$ cat config.mk
export PLATFORM = sky130hd
export DESIGN_NAME = mod_control
export DESIGN_NICKNAME = d
export VERILOG_FILES = /design/src/hw/modctl_pkg.sv /design/src/hw/mod_control.sv /design/src/hw/rate_timer.sv /design/src/hw/cycle_counter.sv
export VERILOG_INCLUDE_DIRS = /design/src /design/src/hw
export SDC_FILE = /design/constraint.sdc
export NUM_CORES = 1
export LEC_CHECK = 0
export BUFFER_PORTS_ARGS = -buffer_cell sky130_fd_sc_hd__buf_4
export CAP_MARGIN = 20
export CORE_UTILIZATION = 55
export DETAILED_ROUTE_END_ITERATION = 8
export PLACE_DENSITY = 0.75
export SYNTH_ARGS = -nofsm -noshare
export SYNTH_HDL_FRONTEND = slang
export SYNTH_SLANG_ARGS = --single-unit
$ cat constraint.sdc
create_clock -name i_core_clk -period 10.12 [get_ports i_core_clk]
set_input_delay 3.036 -clock i_core_clk [delete_from_list [all_inputs] [get_ports i_core_clk]]
set_output_delay 3.036 -clock i_core_clk [all_outputs]
set_load 0.005 [all_outputs]
$ cat src/hw/modctl_cfg.svh
`ifndef MODCTL_CFG_SVH
`define MODCTL_CFG_SVH
// Register byte offsets
`define A_MODE      6'h00
`define A_CFG       6'h04
`define A_BCOUNT    6'h08
`define A_BPERIOD   6'h0c
`define A_BPHASE    6'h10
`define A_CARRIER   6'h14
`define A_HOP       6'h18
`define A_SPERIOD   6'h1c
`define A_SW_START  6'h20
`define A_SW_STOP   6'h24
`define A_SW_TIME   6'h28
`define A_CMD       6'h2c
`define A_STATUS    6'h30
// Mode register bits
`define F_BURST_EN  0
`define F_KEY_EN    1
`define F_SWP_EN    2
// Config register fields
`define F_TSRC_LO   0
`define F_BSRC      4
`define F_KSRC      5
`define F_SPACE     6
`define F_SLOW      7
// Command register bits
`define F_TRG       0
`define F_OPC       1
`define F_APPLY     2
`define F_OPC_CLR   3
// Timing, in Hz and mHz
`define CLK_HZ        64'd125000000
`define BRATE_DEF_MHZ 64'd100000
`define SRATE_DEF_MHZ 64'd10000
`define RATE_MAX_MHZ  64'd50000000
// Limits and reset values, frequencies in 10 mHz units
`define BCOUNT_MIN  16'h0001
`define BCOUNT_MAX  16'hc350
`define BCOUNT_DEF  16'h0001
`define FREQ_MIN    32'h00000001
`define FREQ_MAX    32'h59682f00
`define FREQ_SLOW   32'h00989680
`define CARRIER_DEF 32'h000186a0
`define HOP_DEF     32'h00002710
`define SWT_MIN     32'h00000001
`define SWT_MAX     32'h0007a120
`define SWT_DEF     32'h000003e8
`endif

$ cat src/hw/modctl_pkg.sv
package modctl_pkg;
  // Trigger source codes as read back
  typedef enum logic [1:0] {
    SRC_IMMEDIATE = 2'h0,
    SRC_EXTERNAL  = 2'h1,
    SRC_BUS       = 2'h2
  } trig_src_t;
  // Burst sequencer states, Gray along idle, armed, run
  typedef enum logic [1:0] {
    BS_IDLE  = 2'b00,
    BS_ARMED = 2'b01,
    BS_RUN   = 2'b11
  } burst_state_t;
endpackage : modctl_pkg

$ cat src/hw/mod_control.sv
// Notes on behaviour
// - Only one modulation mode enabled at once
// - Burst enable reads back 0 or 1
// - Burst emits count cycles, then holds level
// - Trigger source resets and applies to immediate
// - Immediate source repeats bursts at repeat rate
// - External rising edge starts one burst
// - Trigger wait flag while armed for edge
// - Each bus trigger while armed yields one burst; ones during a burst are dropped
// - External or bus ignores repeat rate
// - Gated source overrides trigger source selection
// - Burst completion answers and flags operation complete
// - Busy held until pending burst finishes
// - Trigger source reads back its code
// - Carrier frequency clamped, default one kilohertz
// - Hop frequency clamped, default hundred hertz
// - Internal keying alternates at clamped shift rate
// - External keying ignores shift rate
// - Keying input low carrier, high hop
// - Keying defaults internal, enable reads 0/1
// - Sweep direction from start versus stop
// - Sweep holds duration and spacing select
// - Burst count 1 to 50000, default 1
// - Gate high outputs waveform, low holds level
`timescale 1ns/1ps
`include "modctl_cfg.svh"
module mod_control #(
  parameter int unsigned BPER_DEF = 32'(`CLK_HZ * 64'd1000 / `BRATE_DEF_MHZ),
  parameter int unsigned SPER_DEF = 32'(`CLK_HZ * 64'd1000 / `SRATE_DEF_MHZ)
) (
  input  wire logic                     i_core_clk,
  input  wire logic                     i_rst_n,
  input  wire logic [5:0]               i_addr,
  input  wire logic [31:0]              i_wdata,
  input  wire logic                     i_wr,
  input  wire logic                     i_rd,
  input  wire logic                     i_ext_trig,
  input  wire logic                     i_group_trigger,
  input  wire logic                     i_keying_level_input,
  input  wire logic                     i_cycle_wrap,
  output logic [31:0]                   o_rdata,
  output logic                          o_out_enable,
  output logic                          o_burst_start,
  output logic [31:0]                   o_burst_phase,
  output logic                          o_burst_done,
  output logic                          o_op_complete,
  output logic                          o_busy,
  output logic                          o_trig_wait,
  output logic                          o_sel_hop,
  output logic [31:0]                   o_freq,
  output modctl_pkg::trig_src_t         o_trigger_source_select
);
  import modctl_pkg::*;

  //////////////////////////////////////////////////////////////////////
  // Declarations
  //////////////////////////////////////////////////////////////////////
  localparam logic [31:0] SPER_MIN = 32'(`CLK_HZ * 64'd1000 / `RATE_MAX_MHZ);

  logic [2:0]   mode_q;             // Burst, keying, sweep enables
  trig_src_t    tsrc_q;             // Trigger source select
  logic         bsrc_q;             // Burst source: gated when set
  logic         ksrc_q;             // Keying source: external when set
  logic         space_q;            // Sweep spacing: log when set
  logic         slow_q;             // Triangle or ramp shape limit
  logic [15:0]  bcount_q;           // Burst cycle count
  logic [31:0]  bperiod_q;          // Burst repeat period in cycles
  logic [31:0]  carrier_q;          // Carrier frequency
  logic [31:0]  hop_q;              // Hop frequency
  logic [31:0]  speriod_q;          // Shift period in cycles
  logic [31:0]  sw_start_q;         // Sweep start frequency
  logic [31:0]  sw_stop_q;          // Sweep stop frequency
  logic [31:0]  sw_time_q;          // Sweep duration in ms
  burst_state_t state_q;            // Burst sequencer state
  logic         ext_prev_q;         // Last sample of trigger input
  logic         imm_pend_q;         // Repeat tick seen during a burst
  logic         opc_arm_q;          // Operation complete armed
  logic         rep_tick;           // Repeat timer tick
  logic         shift_tick;         // Shift timer tick
  logic         last_cycle;         // Final carrier cycle of burst
  logic         trig;               // Selected trigger event
  logic         bus_trg;            // Bus trigger command or message
  logic         gated;              // Gated burst in effect
  logic [31:0]  fmax;               // Frequency ceiling for shape

  //////////////////////////////////////////////////////////////////////
  // Helpers
  //////////////////////////////////////////////////////////////////////
  // Clamp a written value into a legal range
  function automatic logic [31:0] clamp(input logic [31:0] v,
                                        input logic [31:0] lo,
                                        input logic [31:0] hi);
    if (v < lo) begin
      return lo;
    end else if (v > hi) begin
      return hi;
    end
    return v;
  endfunction : clamp

  // Write strobe for one register offset
  function automatic logic wr_at(input logic [5:0] a);
    return i_wr && (i_addr == a);
  endfunction : wr_at

  assign fmax    = slow_q ? `FREQ_SLOW : `FREQ_MAX;
  assign gated   = bsrc_q;
  assign bus_trg = (wr_at(`A_CMD) && i_wdata[`F_TRG]) || i_group_trigger;

  //////////////////////////////////////////////////////////////////////
  // Mode and configuration registers
  //////////////////////////////////////////////////////////////////////
  // Enabling one mode clears the others
  always_ff @(posedge i_core_clk or negedge i_rst_n) begin
    if (!i_rst_n) begin
      mode_q <= 3'h0;
    end else if (wr_at(`A_MODE)) begin
      if (i_wdata[`F_BURST_EN]) begin
        mode_q <= 3'h1;
      end else if (i_wdata[`F_KEY_EN]) begin
        mode_q <= 3'h2;
      end else if (i_wdata[`F_SWP_EN]) begin
        mode_q <= 3'h4;
      end else begin
        mode_q <= 3'h0;
      end
    end
  end

  // Sources and shape; apply command forces immediate
  always_ff @(posedge i_core_clk or negedge i_rst_n) begin
    if (!i_rst_n) begin
      tsrc_q  <= SRC_IMMEDIATE;
      bsrc_q  <= 1'b0;
      ksrc_q  <= 1'b0;
      space_q <= 1'b0;
      slow_q  <= 1'b0;
    end else if (wr_at(`A_CMD) && i_wdata[`F_APPLY]) begin
      tsrc_q  <= SRC_IMMEDIATE;
    end else if (wr_at(`A_CFG)) begin
      // Unused code 3 falls back to immediate
      tsrc_q  <= (i_wdata[`F_TSRC_LO+1 -: 2] == 2'h3) ? SRC_IMMEDIATE
                 : trig_src_t'(i_wdata[`F_TSRC_LO+1 -: 2]);
      bsrc_q  <= i_wdata[`F_BSRC];
      ksrc_q  <= i_wdata[`F_KSRC];
      space_q <= i_wdata[`F_SPACE];
      slow_q  <= i_wdata[`F_SLOW];
    end
  end

  // Burst parameters
  always_ff @(posedge i_core_clk or negedge i_rst_n) begin
    if (!i_rst_n) begin
      bcount_q  <= `BCOUNT_DEF;
      bperiod_q <= BPER_DEF;
      o_burst_phase <= 32'h0;
    end else begin
      if (wr_at(`A_BCOUNT)) begin
        bcount_q <= 16'(clamp(i_wdata, 32'(`BCOUNT_MIN), 32'(`BCOUNT_MAX)));
      end
      if (wr_at(`A_BPERIOD)) begin
        bperiod_q <= clamp(i_wdata, SPER_MIN, 32'hffffffff);
      end
      if (wr_at(`A_BPHASE)) begin
        o_burst_phase <= i_wdata;
      end
    end
  end

  // Keying frequencies and shift period
  always_ff @(posedge i_core_clk or negedge i_rst_n) begin
    if (!i_rst_n) begin
      carrier_q <= `CARRIER_DEF;
      hop_q     <= `HOP_DEF;
      speriod_q <= SPER_DEF;
    end else begin
      if (wr_at(`A_CARRIER)) begin
        carrier_q <= clamp(i_wdata, `FREQ_MIN, fmax);
      end
      if (wr_at(`A_HOP)) begin
        hop_q <= clamp(i_wdata, `FREQ_MIN, fmax);
      end
      if (wr_at(`A_SPERIOD)) begin
        speriod_q <= clamp(i_wdata, SPER_MIN, 32'hffffffff);
      end
    end
  end

  // Sweep setup
  always_ff @(posedge i_core_clk or negedge i_rst_n) begin
    if (!i_rst_n) begin
      sw_start_q <= `HOP_DEF;
      sw_stop_q  <= `CARRIER_DEF;
      sw_time_q  <= `SWT_DEF;
    end else begin
      if (wr_at(`A_SW_START)) begin
        sw_start_q <= clamp(i_wdata, `FREQ_MIN, fmax);
      end
      if (wr_at(`A_SW_STOP)) begin
        sw_stop_q <= clamp(i_wdata, `FREQ_MIN, fmax);
      end
      if (wr_at(`A_SW_TIME)) begin
        sw_time_q <= clamp(i_wdata, `SWT_MIN, `SWT_MAX);
      end
    end
  end

  //////////////////////////////////////////////////////////////////////
  // Burst sequencer
  //////////////////////////////////////////////////////////////////////
  // Repeat timer runs only for immediate triggering
  rate_timer #(.W(32)) u_rep (
    .i_core_clk (i_core_clk),
    .i_rst_n    (i_rst_n),
    .i_run      (mode_q[0] && !gated && tsrc_q == SRC_IMMEDIATE),
    .i_period   (bperiod_q),
    .o_tick     (rep_tick)
  );

  // Counts carrier wraps of the running burst
  cycle_counter #(.W(16)) u_cyc (
    .i_core_clk (i_core_clk),
    .i_rst_n    (i_rst_n),
    .i_start    (state_q != BS_RUN),
    .i_wrap     (i_cycle_wrap && state_q == BS_RUN),
    .i_target   (bcount_q),
    .o_last     (last_cycle)
  );

  // Trigger selection by source
  always_comb begin
    unique case (tsrc_q)
      SRC_IMMEDIATE: trig = rep_tick || imm_pend_q;
      SRC_EXTERNAL:  trig = i_ext_trig && !ext_prev_q;
      SRC_BUS:       trig = bus_trg;
      default:       trig = 1'b0;
    endcase
  end

  // Edge history and late repeat ticks
  always_ff @(posedge i_core_clk or negedge i_rst_n) begin
    if (!i_rst_n) begin
      ext_prev_q <= 1'b0;
      imm_pend_q <= 1'b0;
    end else begin
      ext_prev_q <= i_ext_trig;
      if (state_q == BS_RUN && rep_tick) begin
        imm_pend_q <= 1'b1;        // Retrigger once the burst ends
      end else if (state_q == BS_ARMED || tsrc_q != SRC_IMMEDIATE) begin
        imm_pend_q <= 1'b0;
      end
    end
  end

  // Idle, armed, run; triggers during run are dropped, except immediate repeat ticks, which wait in imm_pend_q
  always_ff @(posedge i_core_clk or negedge i_rst_n) begin
    if (!i_rst_n) begin
      state_q <= BS_IDLE;
    end else if (!mode_q[0] || gated) begin
      state_q <= BS_IDLE;
    end else begin
      unique case (state_q)
        BS_IDLE:  state_q <= BS_ARMED;
        BS_ARMED: if (trig) begin
          state_q <= BS_RUN;
        end
        BS_RUN:   if (last_cycle) begin
          state_q <= BS_ARMED;
        end
        default:  state_q <= BS_IDLE;
      endcase
    end
  end

  // Output gate, start and done pulses, busy and wait flags
  always_ff @(posedge i_core_clk or negedge i_rst_n) begin
    if (!i_rst_n) begin
      o_out_enable  <= 1'b1;
      o_burst_start <= 1'b0;
      o_burst_done  <= 1'b0;
      o_busy        <= 1'b0;
      o_trig_wait   <= 1'b0;
    end else begin
      if (mode_q[0] && gated) begin
        o_out_enable <= i_ext_trig;
      end else if (mode_q[0]) begin
        o_out_enable <= (state_q == BS_RUN && !last_cycle) ||
                        (state_q == BS_ARMED && trig);
      end else begin
        o_out_enable <= 1'b1;
      end
      o_burst_start <= mode_q[0] && !gated && state_q == BS_ARMED && trig;
      o_burst_done  <= state_q == BS_RUN && last_cycle;
      o_busy        <= (state_q == BS_ARMED && trig) ||
                       (state_q == BS_RUN && !last_cycle);
      o_trig_wait   <= mode_q[0] && !gated && tsrc_q == SRC_EXTERNAL &&
                       (state_q == BS_ARMED && !trig ||
                        state_q == BS_RUN && last_cycle);
    end
  end

  // Operation complete flag, set wins over clear
  always_ff @(posedge i_core_clk or negedge i_rst_n) begin
    if (!i_rst_n) begin
      opc_arm_q     <= 1'b0;
      o_op_complete <= 1'b0;
    end else begin
      if (state_q == BS_RUN && last_cycle && opc_arm_q) begin
        o_op_complete <= 1'b1;
        opc_arm_q     <= 1'b0;
      end else begin
        if (wr_at(`A_CMD) && i_wdata[`F_OPC_CLR]) begin
          o_op_complete <= 1'b0;
        end
        if (wr_at(`A_CMD) && i_wdata[`F_OPC]) begin
          opc_arm_q <= 1'b1;
        end
      end
    end
  end

  //////////////////////////////////////////////////////////////////////
  // Frequency shift keying
  //////////////////////////////////////////////////////////////////////
  // Shift timer runs only for internal keying
  rate_timer #(.W(32)) u_shift (
    .i_core_clk (i_core_clk),
    .i_rst_n    (i_rst_n),
    .i_run      (mode_q[1] && !ksrc_q),
    .i_period   (speriod_q),
    .o_tick     (shift_tick)
  );

  // Carrier or hop selection and the frequency presented
  always_ff @(posedge i_core_clk or negedge i_rst_n) begin
    if (!i_rst_n) begin
      o_sel_hop <= 1'b0;
      o_freq    <= `CARRIER_DEF;
    end else begin
      if (!mode_q[1]) begin
        o_sel_hop <= 1'b0;
      end else if (ksrc_q) begin
        o_sel_hop <= i_keying_level_input;
      end else if (shift_tick) begin
        o_sel_hop <= !o_sel_hop;
      end
      o_freq <= (mode_q[1] && o_sel_hop) ? hop_q : carrier_q;
    end
  end

  //////////////////////////////////////////////////////////////////////
  // Register read port
  //////////////////////////////////////////////////////////////////////
  // Read data valid only in the cycle after the strobe
  always_ff @(posedge i_core_clk or negedge i_rst_n) begin
    if (!i_rst_n) begin
      o_rdata <= 32'h0;
    end else if (!i_rd) begin
      o_rdata <= 32'h0;
    end else begin
      unique case (i_addr)
        `A_MODE:     o_rdata <= {29'h0, mode_q};
        `A_CFG:      o_rdata <= {24'h0, slow_q, space_q, ksrc_q, bsrc_q,
                                 2'h0, tsrc_q};
        `A_BCOUNT:   o_rdata <= {16'h0, bcount_q};
        `A_BPERIOD:  o_rdata <= bperiod_q;
        `A_BPHASE:   o_rdata <= o_burst_phase;
        `A_CARRIER:  o_rdata <= carrier_q;
        `A_HOP:      o_rdata <= hop_q;
        `A_SPERIOD:  o_rdata <= speriod_q;
        `A_SW_START: o_rdata <= sw_start_q;
        `A_SW_STOP:  o_rdata <= sw_stop_q;
        `A_SW_TIME:  o_rdata <= sw_time_q;
        `A_STATUS:   o_rdata <= {26'h0, sw_start_q < sw_stop_q,
                                 o_sel_hop, o_busy, o_trig_wait,
                                 state_q == BS_RUN, o_op_complete};
        default:     o_rdata <= 32'h0;
      endcase
    end
  end

  assign o_trigger_source_select = tsrc_q;
endmodule : mod_control

$ cat src/hw/rate_timer.sv
`timescale 1ns/1ps
// Free running period timer, one tick per period while running
module rate_timer #(
  parameter int W = 32
) (
  input  wire logic         i_core_clk,
  input  wire logic         i_rst_n,
  input  wire logic         i_run,
  input  wire logic [W-1:0] i_period,
  output logic              o_tick
);
  logic [W-1:0] cnt_q;  // Cycles elapsed in this period

  // Count up, wrap at period, restart when stopped
  always_ff @(posedge i_core_clk or negedge i_rst_n) begin
    if (!i_rst_n) begin
      cnt_q  <= '0;
      o_tick <= 1'b0;
    end else if (!i_run) begin
      cnt_q  <= '0;
      o_tick <= 1'b0;
    end else if (cnt_q + W'(1) >= i_period) begin
      cnt_q  <= '0;
      o_tick <= 1'b1;
    end else begin
      cnt_q  <= cnt_q + W'(1);
      o_tick <= 1'b0;
    end
  end
endmodule : rate_timer

$ cat src/hw/cycle_counter.sv
`timescale 1ns/1ps
// Counts carrier cycle wraps and flags the last one of a burst
module cycle_counter #(
  parameter int W = 16
) (
  input  wire logic         i_core_clk,
  input  wire logic         i_rst_n,
  input  wire logic         i_start,
  input  wire logic         i_wrap,
  input  wire logic [W-1:0] i_target,
  output logic              o_last
);
  logic [W-1:0] cnt_q;  // Cycles finished so far

  // Clear on start, step on each wrap
  always_ff @(posedge i_core_clk or negedge i_rst_n) begin
    if (!i_rst_n) begin
      cnt_q <= '0;
    end else if (i_start) begin
      cnt_q <= '0;
    end else if (i_wrap) begin
      cnt_q <= cnt_q + W'(1);
    end
  end

  // Combinational: this wrap ends the burst
  assign o_last = i_wrap && (cnt_q + W'(1) >= i_target);
endmodule : cycle_counter

==> summary.txt, run 1 <==
Setup path
  – Crit-path leading delay family: compound AO/OA/AOI/OAI gates
  – Worst Setup End Kind: flop
  – CP Launch Type: input port
  – WP data required: approximately 11 ns
  – CP bufs+invs: 1
  – R2R cell count: 14
  – CP max stage cell: a21oi_2
  – CP max FO: 11
  – Worst R2R End: u_shift.cnt_q[15]
  – CP Data Arrival Time: 5.76 ns
  – R2R Path Start: u_shift.cnt_q[11]
  – R2R setup slack: 5.83 ns
  – CP max stage delay: 0.77 ns
  – Crit Path Category: input port to flop
  – CP Cell Sequence: buf_4 > ha_1 > nor2b_1 > o311ai_0 > a2111oi_1 > a211o_2 > a21oi_2 > nand2_1 > o21ai_0
  – WP depth: 9

Detailed routing
  – DRT antenna net count: 0
  – Detailed Routing Iterations Pass 1: 6
  – Vias: 17671
  – Total wire length: around 66 mm
  – Avg WL per Cell: between 20 and 25 microns
  – DRC: 0
  – Initial DRC Count: 1678
  – Drt via density: between 6 and 7

Power
  – Static leakage: 0.0118 uW
  – Worst vdd rail ir drop: roughly 120 uV
  – Power per Cell Area: 174 mW/mm^2
  – Final Total Pwr: 4430 uW

Timing
  – Minimum clock period: roughly 5.3 ns
  – Max-slew violations: 0
  – Final hold violations: 0
  – Setup_tns: 0 ns
  – RSZ-0062 raised after global routing: false
  – Worst-Margin Slew: ~1.1 ns
  – Relative slew margins: 0.293
  – Fmax: 189 MHz
  – Fin crit share: 0.522
  – Setup-failing EPs final: 0
  – Setup Skew: 0.0266 ns

Yosys
  – Mux contribution to synthesized area: 0.0553
  – YS warnings: 0
  – Number of unique standard cell types used by synthesis: 71
  – Synth async-reset ratio: 1.00
  – Post-Syn Instances: 2128
  – Syn Std Cell Area: 0.0221 sq mm
  – Synth Area in Simple Gates: 0.133
  – EDFF count, synth: 0
  – Synth Area per Inst: between 10 and 15 sq um
  – Most area-consuming cells after synthesis: dfrtp_1 43%, ha_1 7.2%, dfstp_2 6.7%
  – Synth area leader: dfrtp_1
  – Ys flop type: dfrtp_1
  – Post-synthesis sequential area ratio: 0.500
  – Main combinational cell family by area after synthesis: compound AO/OA/AOI/OAI gates
  – Compound-gate portion of the synthesized area: 0.160
  – Post-Synth Adder-Cell Area: 0.0729
  – Top-area cell type share of the netlist area: 0.434
  – Post-Synth XOR/XNOR Area: 0.0353
  – Syn nets: 2302
  – Number of synthesized register bits: 439

Die
  – Die H: 202 microns
  – Core footprint: about 0.040 sq mm
  – Top-level port count: 151
  – Starting Density: 0.558
  – Die extent in x: between 200 and 250 microns
  – Die Area: 0.0410 sq mm
  – Row cnt: 73

Placed design
  – Placed inst area: 0.0237 sq mm
  – Post-DP HPWL: 45.9 mm
  – Dpl cells: 2714
  – GPL Wtd Cong: between 0.9 and 1
  – Port bufs: 150

Finish
  – Util after Layout: 0.641
  – Layout cells sized above 1: 0.201
  – Cell Count, Final, Fillers Out: 2805
  – Nets@finish: 2414
  – Area grow syn2layout: 15.0%
  – Finished layout cell area: 0.0254 sq mm

Flow run
  – Max-cap viol count: 0

Clock tree
  – Clock Latency Late Sink: 0.59 ns
  – Total CTS buffers: 47
  – Num Clock Sinks: ~440
  – Cts hold-fix bufs: 0
  – CTS tree: done
  – CTS H-tree depth: 2
  – Clk root buf: clkbuf_16
  – Post-CTS resize count: 0
  – Max clock buf depth: 3
  – Post-CTS setup repair buffer count: 0
  – Worst-path clk slew: 0.06 ns

Outcome
  – Status: finished, final reports clean

Global route
  – Largest net degree at the start of global routing: 129
  – First-pass GRT wire length: approximately 100 mm
  – GRT met2 Usage: 0.539
  – GR Layer Usage met3: 0.0557
  – Gr busiest metal: met2
  – Vias in the first global route: 17818
  – Met1 Use GR: 0.418
  – Grt ovf: 0
  – GR Util All Layers: 0.329
  – Initial antenna violation count: 2

Min path
  – Hold Crit Class: flop to flop
  – Hold endpoint: carrier_q[9]
  – Hold path start: carrier_q[9]
  – Hold path cells: 2
## kinds of logic (layout without fill, tap and decap cells)
logic type	count (synthesis)	count (layout)
DFF	439	439
muxes	109	109
AOI/OAI and AO/OA	518	518
adders and majority gates	129	129
buffers and inverters	244	394
and+or+nand+nor	600	600
xor gates and xnor gates	89	89
other	0	2
## cells in the mapped netlist (all sizes together) (38+ instances only)
master    n
nor2     76
o21ai   170
a22o     38
clkbuf   97
xnor2    47
nand2   262
ha      128
nand4    41
inv     128
dfstp    56
a21oi    53
mux2    105
nor2b    66
nand3    40
dfrtp   383
xor2     42
a21o     39
a22oi    85
## worst register-to-register path, cell delays in order (launching register included)
cell	delay, ns
dfrtp_1	0.43
nand4_1	0.21
nor3_1	0.49
nand4_1	0.35
nor2_1	0.21
xor2_1	0.25
ha_1	0.29
a21o_1	0.18
a21o_1	0.17
a21oi_1	0.21
a21oi_1	0.18
a221oi_1	0.61
nand4bb_1	0.16
buf_4	0.27
nor2b_1	0.18
## layout make-up
cell class	instances	area (sq um)
inverters	128	480
clock buffers	70	1420
well taps	525	657
flip-flops and latches	439	11100
multi-input cells	1445	10100
fillers	3162	14200
repair buffers	179	1410
clock inverters	17	253
diodes	2	5.00
## where the power goes
group	leakage [uW]	internal [uW]	total (uW)	switching, uW
Combinational	0.00519	225	523	297
Clock	0.000829	1130	1850	721
Sequential	0.00576	1920	2060	145
## stage by stage
| step | hold WS [ns] | setup slack, ns |
|---|---|---|
| detailed placement | 0.466 | 4.32 |
| floorplan | 0.449 | 5.11 |
| finish | 0.477 | 4.84 |
| global route | 0.507 | 4.73 |
| CTS | 0.474 | 4.91 |
| global placement | 0.460 | 4.38 |
## how the worst max path moves through the flow
| stage | to | from | slack (ns) |
|---|---|---|---|
| after floorplan | carrier_q[7] | i_wdata[8] | 5.11 |
| after global placement | sw_stop_q[29] | i_wdata[8] | 4.38 |
| after detailed placement | sw_start_q[4] | i_wdata[8] | 4.32 |
| after CTS | sw_stop_q[2] | i_wdata[8] | 4.91 |
| after global routing | speriod_q[14] | i_addr[1] | 4.73 |
| final | sw_stop_q[2] | i_wdata[8] | 4.84 |
## routing by layer
metal | wire (microns) | part of all wire
met1 | 26000 | 0.39
met2 | 31700 | 0.48
met3 | 5110 | 0.077
met4 | 3590 | 0.054
met5 | 0 | 0
## layout by cell type, fill, tap and decap left out, types with 7 or more instances in the layout
cell type and instances:
a22o_1 38, inv_1 128, nand2_1 260, xnor2_1 47
nor2b_1 66, xor2_1 42, and3_1 22, nor3_1 13
mux2_2 105, o211ai_1 15, o21ai_2 9, a221oi_1 23
a222oi_1 12, nor4_1 10, clkbuf_16 48, clkbuf_8 14
nand4_1 36, a21o_1 39, o21ai_0 157, clkbuf_1 8
a31oi_1 16, and2_1 27, nand3_1 39, o22a_1 7
a21oi_1 51, a41oi_1 17, and4_1 7, nor2_1 70
clkinv_2 8, buf_4 174, a22oi_1 85, dfstp_2 56
dfrtp_1 383, nand2b_1 10, ha_1 128
Power figures use the tool's default switching activity.
==> run 2, diff against run 1 <==
Settings changed: PLACE_DENSITY 0.75 to 0.77.
Clock period 10.12 ns to 4.5 ns, I/O delays scaled along.
==> run 2 against run 1 <==
Against the previous run: clock skew is 0.0056 ns lower; combinational power is 130% higher; die area stayed put; register-to-register slack worse by 5.4 ns; hold slack better by 0.0041 ns; wire length is 0.93% higher; sequential power is 130% higher.
==> summary.txt, run 2 (synthesis gave the netlist of run 1 again) <==
Timing
  – Setup-failing EPs final: 0 (unchanged)
  – Final hold violations: 0 (unchanged)
  – Minimum clock period: 4.06 ns
  – Worst-Margin Slew: 1.03 ns (was 1.06 ns)
  – Max-slew violations: 0 (unchanged)
  – Relative slew margins: 0.312 (was 0.293)
  – Fmax: 246 MHz
  – Fin crit share: 0.903
  – RSZ-0062 raised after global routing: false (unchanged)
  – Setup_tns: 0 ns (unchanged)
  – Setup Skew: 0.0210 ns (was 0.0266 ns)

Clock tree
  – Num Clock Sinks: 439 (unchanged)
  – Clock Latency Late Sink: 0.60 ns (was 0.59 ns)
  – Cts hold-fix bufs: 0 (unchanged)
  – CTS tree: done (unchanged)
  – Total CTS buffers: 47 (unchanged)
  – CTS H-tree depth: 2 (unchanged)
  – Max clock buf depth: 3 (unchanged)
  – Worst-path clk slew: 0.06 ns (about the same)
  – Clk root buf: clkbuf_16 (unchanged)

Global route
  – Largest net degree at the start of global routing: 86 (was 129)
  – Grt ovf: 0 (unchanged)
  – Initial antenna violation count: 3 (was 2)
  – First-pass GRT wire length: 105 mm (was 104 mm)
  – Vias in the first global route: 18029 (was 17818)
  – GR Util All Layers: 0.334 (was 0.329)

Die
  – Row cnt: 73 (unchanged)
  – Core footprint: 0.0396 sq mm (unchanged)
  – Die H: 202 microns (unchanged)
  – Die Area: 0.0410 sq mm (unchanged)
  – Top-level port count: 151 (unchanged)
  – Starting Density: 0.558 (unchanged)
  – Die extent in x: 202 microns (unchanged)

Power
  – Worst vdd rail ir drop: 321 uV (was 118 uV)
  – Power per Cell Area: 387 mW/mm^2 (was 174 mW/mm^2)
  – Static leakage: 0.0118 uW (about the same)
  – Final Total Pwr: 9850 uW (was 4430 uW)

Setup path
  – CP max stage delay: 0.61 ns (was 0.77 ns)
  – Worst Setup End Kind: flop (unchanged)
  – Crit-path leading delay family: simple AND/OR/NAND/NOR gates (was compound AO/OA/AOI/OAI gates)
  – CP Cell Sequence: ha_1 > nand4_1 > nor4_2 > nand2_1 > nor2_1 > xnor2_1 > ha_1 > and4_1 > nand2_1 > or2_2 > a211o_1 > o211ai_1 > buf_4 > nor2b_1 (was buf_4 > ha_1 > nor2b_1 > o311ai_0 > a2111oi_1 > a211o_2 > a21oi_2 > nand2_1 > o21ai_0)
  – CP bufs+invs: 1 (unchanged)
  – CP max FO: 32 (was 11)
  – R2R cell count: 14 (unchanged)
  – Crit Path Category: flop to flop (was input port to flop)
  – WP depth: 14 (was 9)
  – CP Launch Type: flop (was input port)
  – WP data required: 4.95 ns (was 10.60 ns)
  – CP Data Arrival Time: 4.51 ns (was 5.76 ns)
  – CP max stage cell: nor4_2 (was a21oi_2)

Detailed routing
  – DRT antenna net count: 0 (unchanged)
  – Metal2 WL: 30.8 mm (was 31.7 mm)
  – Detailed Routing Iterations Pass 1: 8 (was 6)
  – Total wire length: 67.0 mm (was 66.4 mm)
  – DRC: 0 (unchanged)
  – Met1 wire length: 26.0 mm (about the same)
  – Drt via density: 6.32 (was 6.30)
  – Top sig layer: met4 (unchanged)
  – Avg WL per Cell: 23.8 microns (was 23.7 microns)
  – Vias: 17798 (was 17671)
  – Initial DRC Count: 1578 (was 1678)
  – Metal3 WL: 5.80 mm (was 5.11 mm)

Min path
  – Hold Crit Class: flop to flop (unchanged)
  – Hold path cells: 2 (unchanged)

Outcome
  – Status: finished, final reports clean (unchanged)

Finish
  – Commonest non-fill, non-tap cell in the layout: dfrtp_1 (unchanged)
  – Layout cells sized above 1: 0.205 (was 0.201)
  – Commonest cells after routing, fill and taps aside: 383 x dfrtp_1, 260 x nand2_1, 185 x buf_4 (was 383 x dfrtp_1, 260 x nand2_1, 174 x buf_4)
  – Area grow syn2layout: 15.1% (was 15.0%)
  – Nets@finish: 2426 (was 2414)

Placed design
  – GPL Wtd Cong: 0.941 (was 0.903)
  – Post-DP HPWL: 46.6 mm (was 45.9 mm)
  – Port bufs: 150 (unchanged)

Flow run
  – Max-cap viol count: 0 (unchanged)
## run 2: layer usage
metal / global-route usage / vias up
met3: 0.0544 / 216
met1: 0.434 / 8764
met5: 0 / -
met2: 0.527 / 988
met4: 0.206 / 0
li1: - / 7830
## run 2: path summary, 6_finish.rpt
kind,start,end,slack (ns)
worst max-delay path,u_rep.cnt_q[0],u_rep.cnt_q[21],0.44
worst min-delay path,carrier_q[9],carrier_q[9],0.48
worst max register to register,u_rep.cnt_q[0],u_rep.cnt_q[21],0.44
min in group asynchronous,i_rst_n,sw_time_q[24],0.70
worst min register to register,carrier_q[9],carrier_q[9],0.48
max in group asynchronous,i_rst_n,o_freq[9],2.86
## run 2: cell type report
type	count	area (sq um)
multi-input cells	1445	10100
inverters	128	480
fillers	3114	14200
clock inverters	19	236
flip-flops and latches	439	11100
repair buffers	191	1500
well taps	525	657
clock buffers	69	1370
diodes	2	5.00
## run 2: per-stage QoR
stage	cell area, sq um	util	instances	hold slack [ns]	setup slack [ns]
floorplan	22100	-	2128	0.449	1.12
global route	25400	0.642	2818	0.502	0.0452
detailed placement	23800	0.601	2728	0.473	0.442
finish	25400	0.642	2818	0.481	0.436
CTS	25400	0.642	2816	0.483	0.395
global placement	23800	0.601	2728	0.460	0.547
## run 2: timing repair
action / CTS / global route
buffers inserted: 0 / 0
hold endpoints to repair: 0 / 0
endpoints found under the setup margin: 0 / 7
resized for setup: 0 / 1
## run 2: where the power goes
part           internal (uW)  switching [uW]  total (uW)
Clock                   2400            1620        4020
Combinational            513             673        1190
Sequential              4320             324        4640
Total                   7230            2620        9850
## run 2: worst register-to-register path, stage by stage (launching register included)
cell and delay (ns):
dfrtp_1 0.47, ha_1 0.32, nand4_1 0.33, nor4_2 0.61
nand2_1 0.14, nor2_1 0.16, xnor2_1 0.11, ha_1 0.30
and4_1 0.22, nand2_1 0.07, or2_2 0.31, a211o_1 0.27
o211ai_1 0.16, buf_4 0.35, nor2b_1 0.11
==> run 3, diff against run 2 <==
Settings changed: CORE_MARGIN set to 5, CORE_UTILIZATION 55 to 30, PLACE_DENSITY 0.77 to 0.48.
==> run 3 against run 2 <==
Against the previous run: global-route usage decreased by 14 points; clock power is 5.7% higher; power rose by 2.6%; combinational power about the same; first-iteration DRC count decreased by 11%; cell count increased by 16%; die area grew 93%; core utilization down 28 points; sequential share of layout area down 1.3 points; critical path type unchanged.
==> summary.txt, run 3 (synthesis gave the netlist of run 1 again) <==
Timing
  – RSZ-0062 raised after global routing: false (unchanged)
  – Setup Skew: 0.0276 ns (was 0.0210 ns)
  – Final hold violations: 0 (unchanged)
  – Setup-failing EPs final: 0 (unchanged)
  – Max-slew violations: 0 (unchanged)
  – Worst-Margin Slew: 1.07 ns (was 1.03 ns)
  – Fin crit share: 0.912 (was 0.903)
  – Hold WS: 0.473 ns (was 0.481 ns)
  – Minimum clock period: 4.10 ns (was 4.06 ns)
  – Setup_tns: 0 ns (unchanged)
  – Relative slew margins: 0.289 (was 0.312)
  – Fmax: 244 MHz (was 246 MHz)

Finish
  – Fill count: 7270 (was 3114)
  – Commonest non-fill, non-tap cell in the layout: dfrtp_1 (unchanged)
  – Nets@finish: 2448 (was 2426)
  – Multi-input gate area: 0.0101 sq mm (unchanged)
  – Cell Count, Final, Fillers Out: 3278 (was 2818)
  – Finished layout cell area: 0.0263 sq mm (was 0.0254 sq mm)
  – FF+latch area: 0.0111 sq mm (unchanged)
  – Commonest cells after routing, fill and taps aside: 383 x dfrtp_1, 258 x nand2_1, 201 x buf_4 (was 383 x dfrtp_1, 260 x nand2_1, 185 x buf_4)
  – Layout cells sized above 1: 0.215 (was 0.205)
  – Area grow syn2layout: 18.8% (was 15.1%)

Power
  – Clock share of power: 0.420 (was 0.408)
  – Switching power: 2780 uW (was 2620 uW)
  – Static leakage: 0.0120 uW (was 0.0118 uW)
  – Worst vdd rail ir drop: 248 uV (was 321 uV)
  – Final Total Pwr: 10100 uW (was 9850 uW)
  – Sequential Power Share: 0.459 (was 0.471)
  – Sw Share: 0.275 (was 0.266)
  – Comb pwr share: 0.121 (was 0.120)
  – Power per Cell Area: 385 mW/mm^2 (was 387 mW/mm^2)
  – Cell Int Power: 7320 uW (was 7230 uW)

Setup path
  – CP Data Arrival Time: 4.62 ns (was 4.51 ns)
  – CP max FO: 32 (unchanged)
  – CP Launch Type: flop (unchanged)
  – R2R setup slack: 0.40 ns (was 0.44 ns)
  – WP data required: 5.02 ns (was 4.95 ns)
  – Worst Setup End Kind: flop (unchanged)
  – Crit Path Category: flop to flop (unchanged)

Global route
  – GR Util All Layers: 0.190 (was 0.334)
  – Initial antenna violation count: 7 (was 3)
  – First-pass GRT wire length: 116 mm (was 105 mm)
  – Largest net degree at the start of global routing: 89 (was 86)
  – Grt ovf: 0 (unchanged)
  – Vias in the first global route: 17946 (was 18029)

Placed design
  – Placed inst area: 0.0245 sq mm (was 0.0238 sq mm)
  – GPL Wtd Cong: 0.870 (was 0.941)
  – Dpl cells: 3180 (was 2728)
  – Post-DP HPWL: 55.2 mm (was 46.6 mm)
  – Port bufs: 150 (unchanged)

Clock tree
  – Max clock buf depth: 3 (unchanged)
  – Clock Latency Late Sink: 0.61 ns (was 0.60 ns)
  – Post-CTS setup repair buffer count: 0 (unchanged)
  – Num Clock Sinks: 439 (unchanged)
  – Cts hold-fix bufs: 0 (unchanged)
  – CTS tree: done (unchanged)
  – Total CTS buffers: 51 (was 47)
  – Post-CTS resize count: 0 (unchanged)
  – CTS H-tree depth: 2 (unchanged)
  – Clk root buf: clkbuf_16 (unchanged)
  – Worst-path clk slew: 0.06 ns (about the same)

Detailed routing
  – Drt via density: 5.28 (was 6.32)
  – DRC: 0 (unchanged)
  – Avg WL per Cell: 23.4 microns (was 23.8 microns)
  – DRT antenna net count: 0 (unchanged)
  – Initial DRC Count: 1409 (was 1578)
  – Total wire length: 76.8 mm (was 67.0 mm)
  – Detailed Routing Iterations Pass 1: 6 (was 8)
  – Vias: 17322 (was 17798)

Die
  – Starting Density: 0.303 (was 0.558)
  – Die extent in x: 281 microns (was 202 microns)
  – Row cnt: 99 (was 73)
  – Die H: 281 microns (was 202 microns)
  – Top-level port count: 151 (unchanged)
  – Core footprint: 0.0730 sq mm (was 0.0396 sq mm)
  – Die Area: 0.0792 sq mm (was 0.0410 sq mm)

Outcome
  – Status: finished, final reports clean (unchanged)

Flow run
  – Max-cap viol count: 0 (unchanged)

Min path
  – Hold Crit Class: flop to flop (unchanged)
## run 3: changes by cell type in the layout (fill, tap and decap cells not counted), moves of 2 or more
| cell | before | now |
|---|---|---|
| nand2_2 | 2 | 4 |
| nand2_1 | 260 | 258 |
| clkbuf_16 | 47 | 52 |
| buf_4 | 185 | 201 |
| clkinv_2 | 9 | 13 |
| clkinv_4 | 0 | 3 |
| clkbuf_8 | 11 | 8 |
| buf_12 | 5 | 7 |
## run 3: power groups by stage
stage               Clock (uW)  Combinational [uW]  Sequential, uW
detailed placement           0                1230            4700
global route              4490                1370            4670
global placement             0                1200            4690
floorplan                    0                 683            4560
finish                    4250                1220            4630
CTS                       4340                1240            4630
## run 3: area by class of cell
| cell class | count | share of cell area |
|---|---|---|
| clock inverters | 25 | 0.00991 |
| diodes | 3 | 0.000286 |
| flip-flops and latches | 439 | 0.421 |
| clock buffers | 70 | 0.0552 |
| well taps | 959 | 0.0457 |
| inverters | 128 | 0.0183 |
| multi-input cells | 1445 | 0.386 |
| repair buffers | 209 | 0.0634 |
## run 3: path summary, 6_finish.rpt
path | endpoint | depth (start not counted) | start
worst max-delay path | u_shift.cnt_q[21] | 15 | u_shift.cnt_q[11]
worst min-delay path | opc_arm_q | 1 | opc_arm_q
worst max register to register | u_shift.cnt_q[21] | 15 | u_shift.cnt_q[11]
worst min register to register | opc_arm_q | 1 | opc_arm_q
max in group asynchronous | speriod_q[21] | 2 | i_rst_n
min in group asynchronous | o_burst_done | 1 | i_rst_n
## run 3: per-layer routing
layer	share of wire	track usage	vias to the layer above
met3	0.057	0.0282	127
met5	0.00027	0	-
met2	0.46	0.310	550
li1	-	-	7891
met1	0.45	0.264	8750
met4	0.033	0.0606	4
## run 3: stage by stage
step,worst slack [ns],utilization
3_5_place_dp,0.336,0.336
6_report,0.397,0.360
3_3_place_gp,0.346,0.336
5_1_grt,0.142,0.360
4_1_cts,0.375,0.360
2_1_floorplan,1.12,-
## run 3: critical path: stages, from the launching register on
cell and delay, ns:
dfrtp_1 0.42, nand4_1 0.25, nor3_1 0.53, nand4_1 0.20, nor2_1 0.16, xor2_1 0.23, ha_1 0.29, a21o_1 0.19
a21o_1 0.17, a21oi_1 0.22, a21oi_1 0.21, a221oi_1 0.41, buf_4 0.22, nand4bb_1 0.10, buf_4 0.26, nor2b_1 0.16
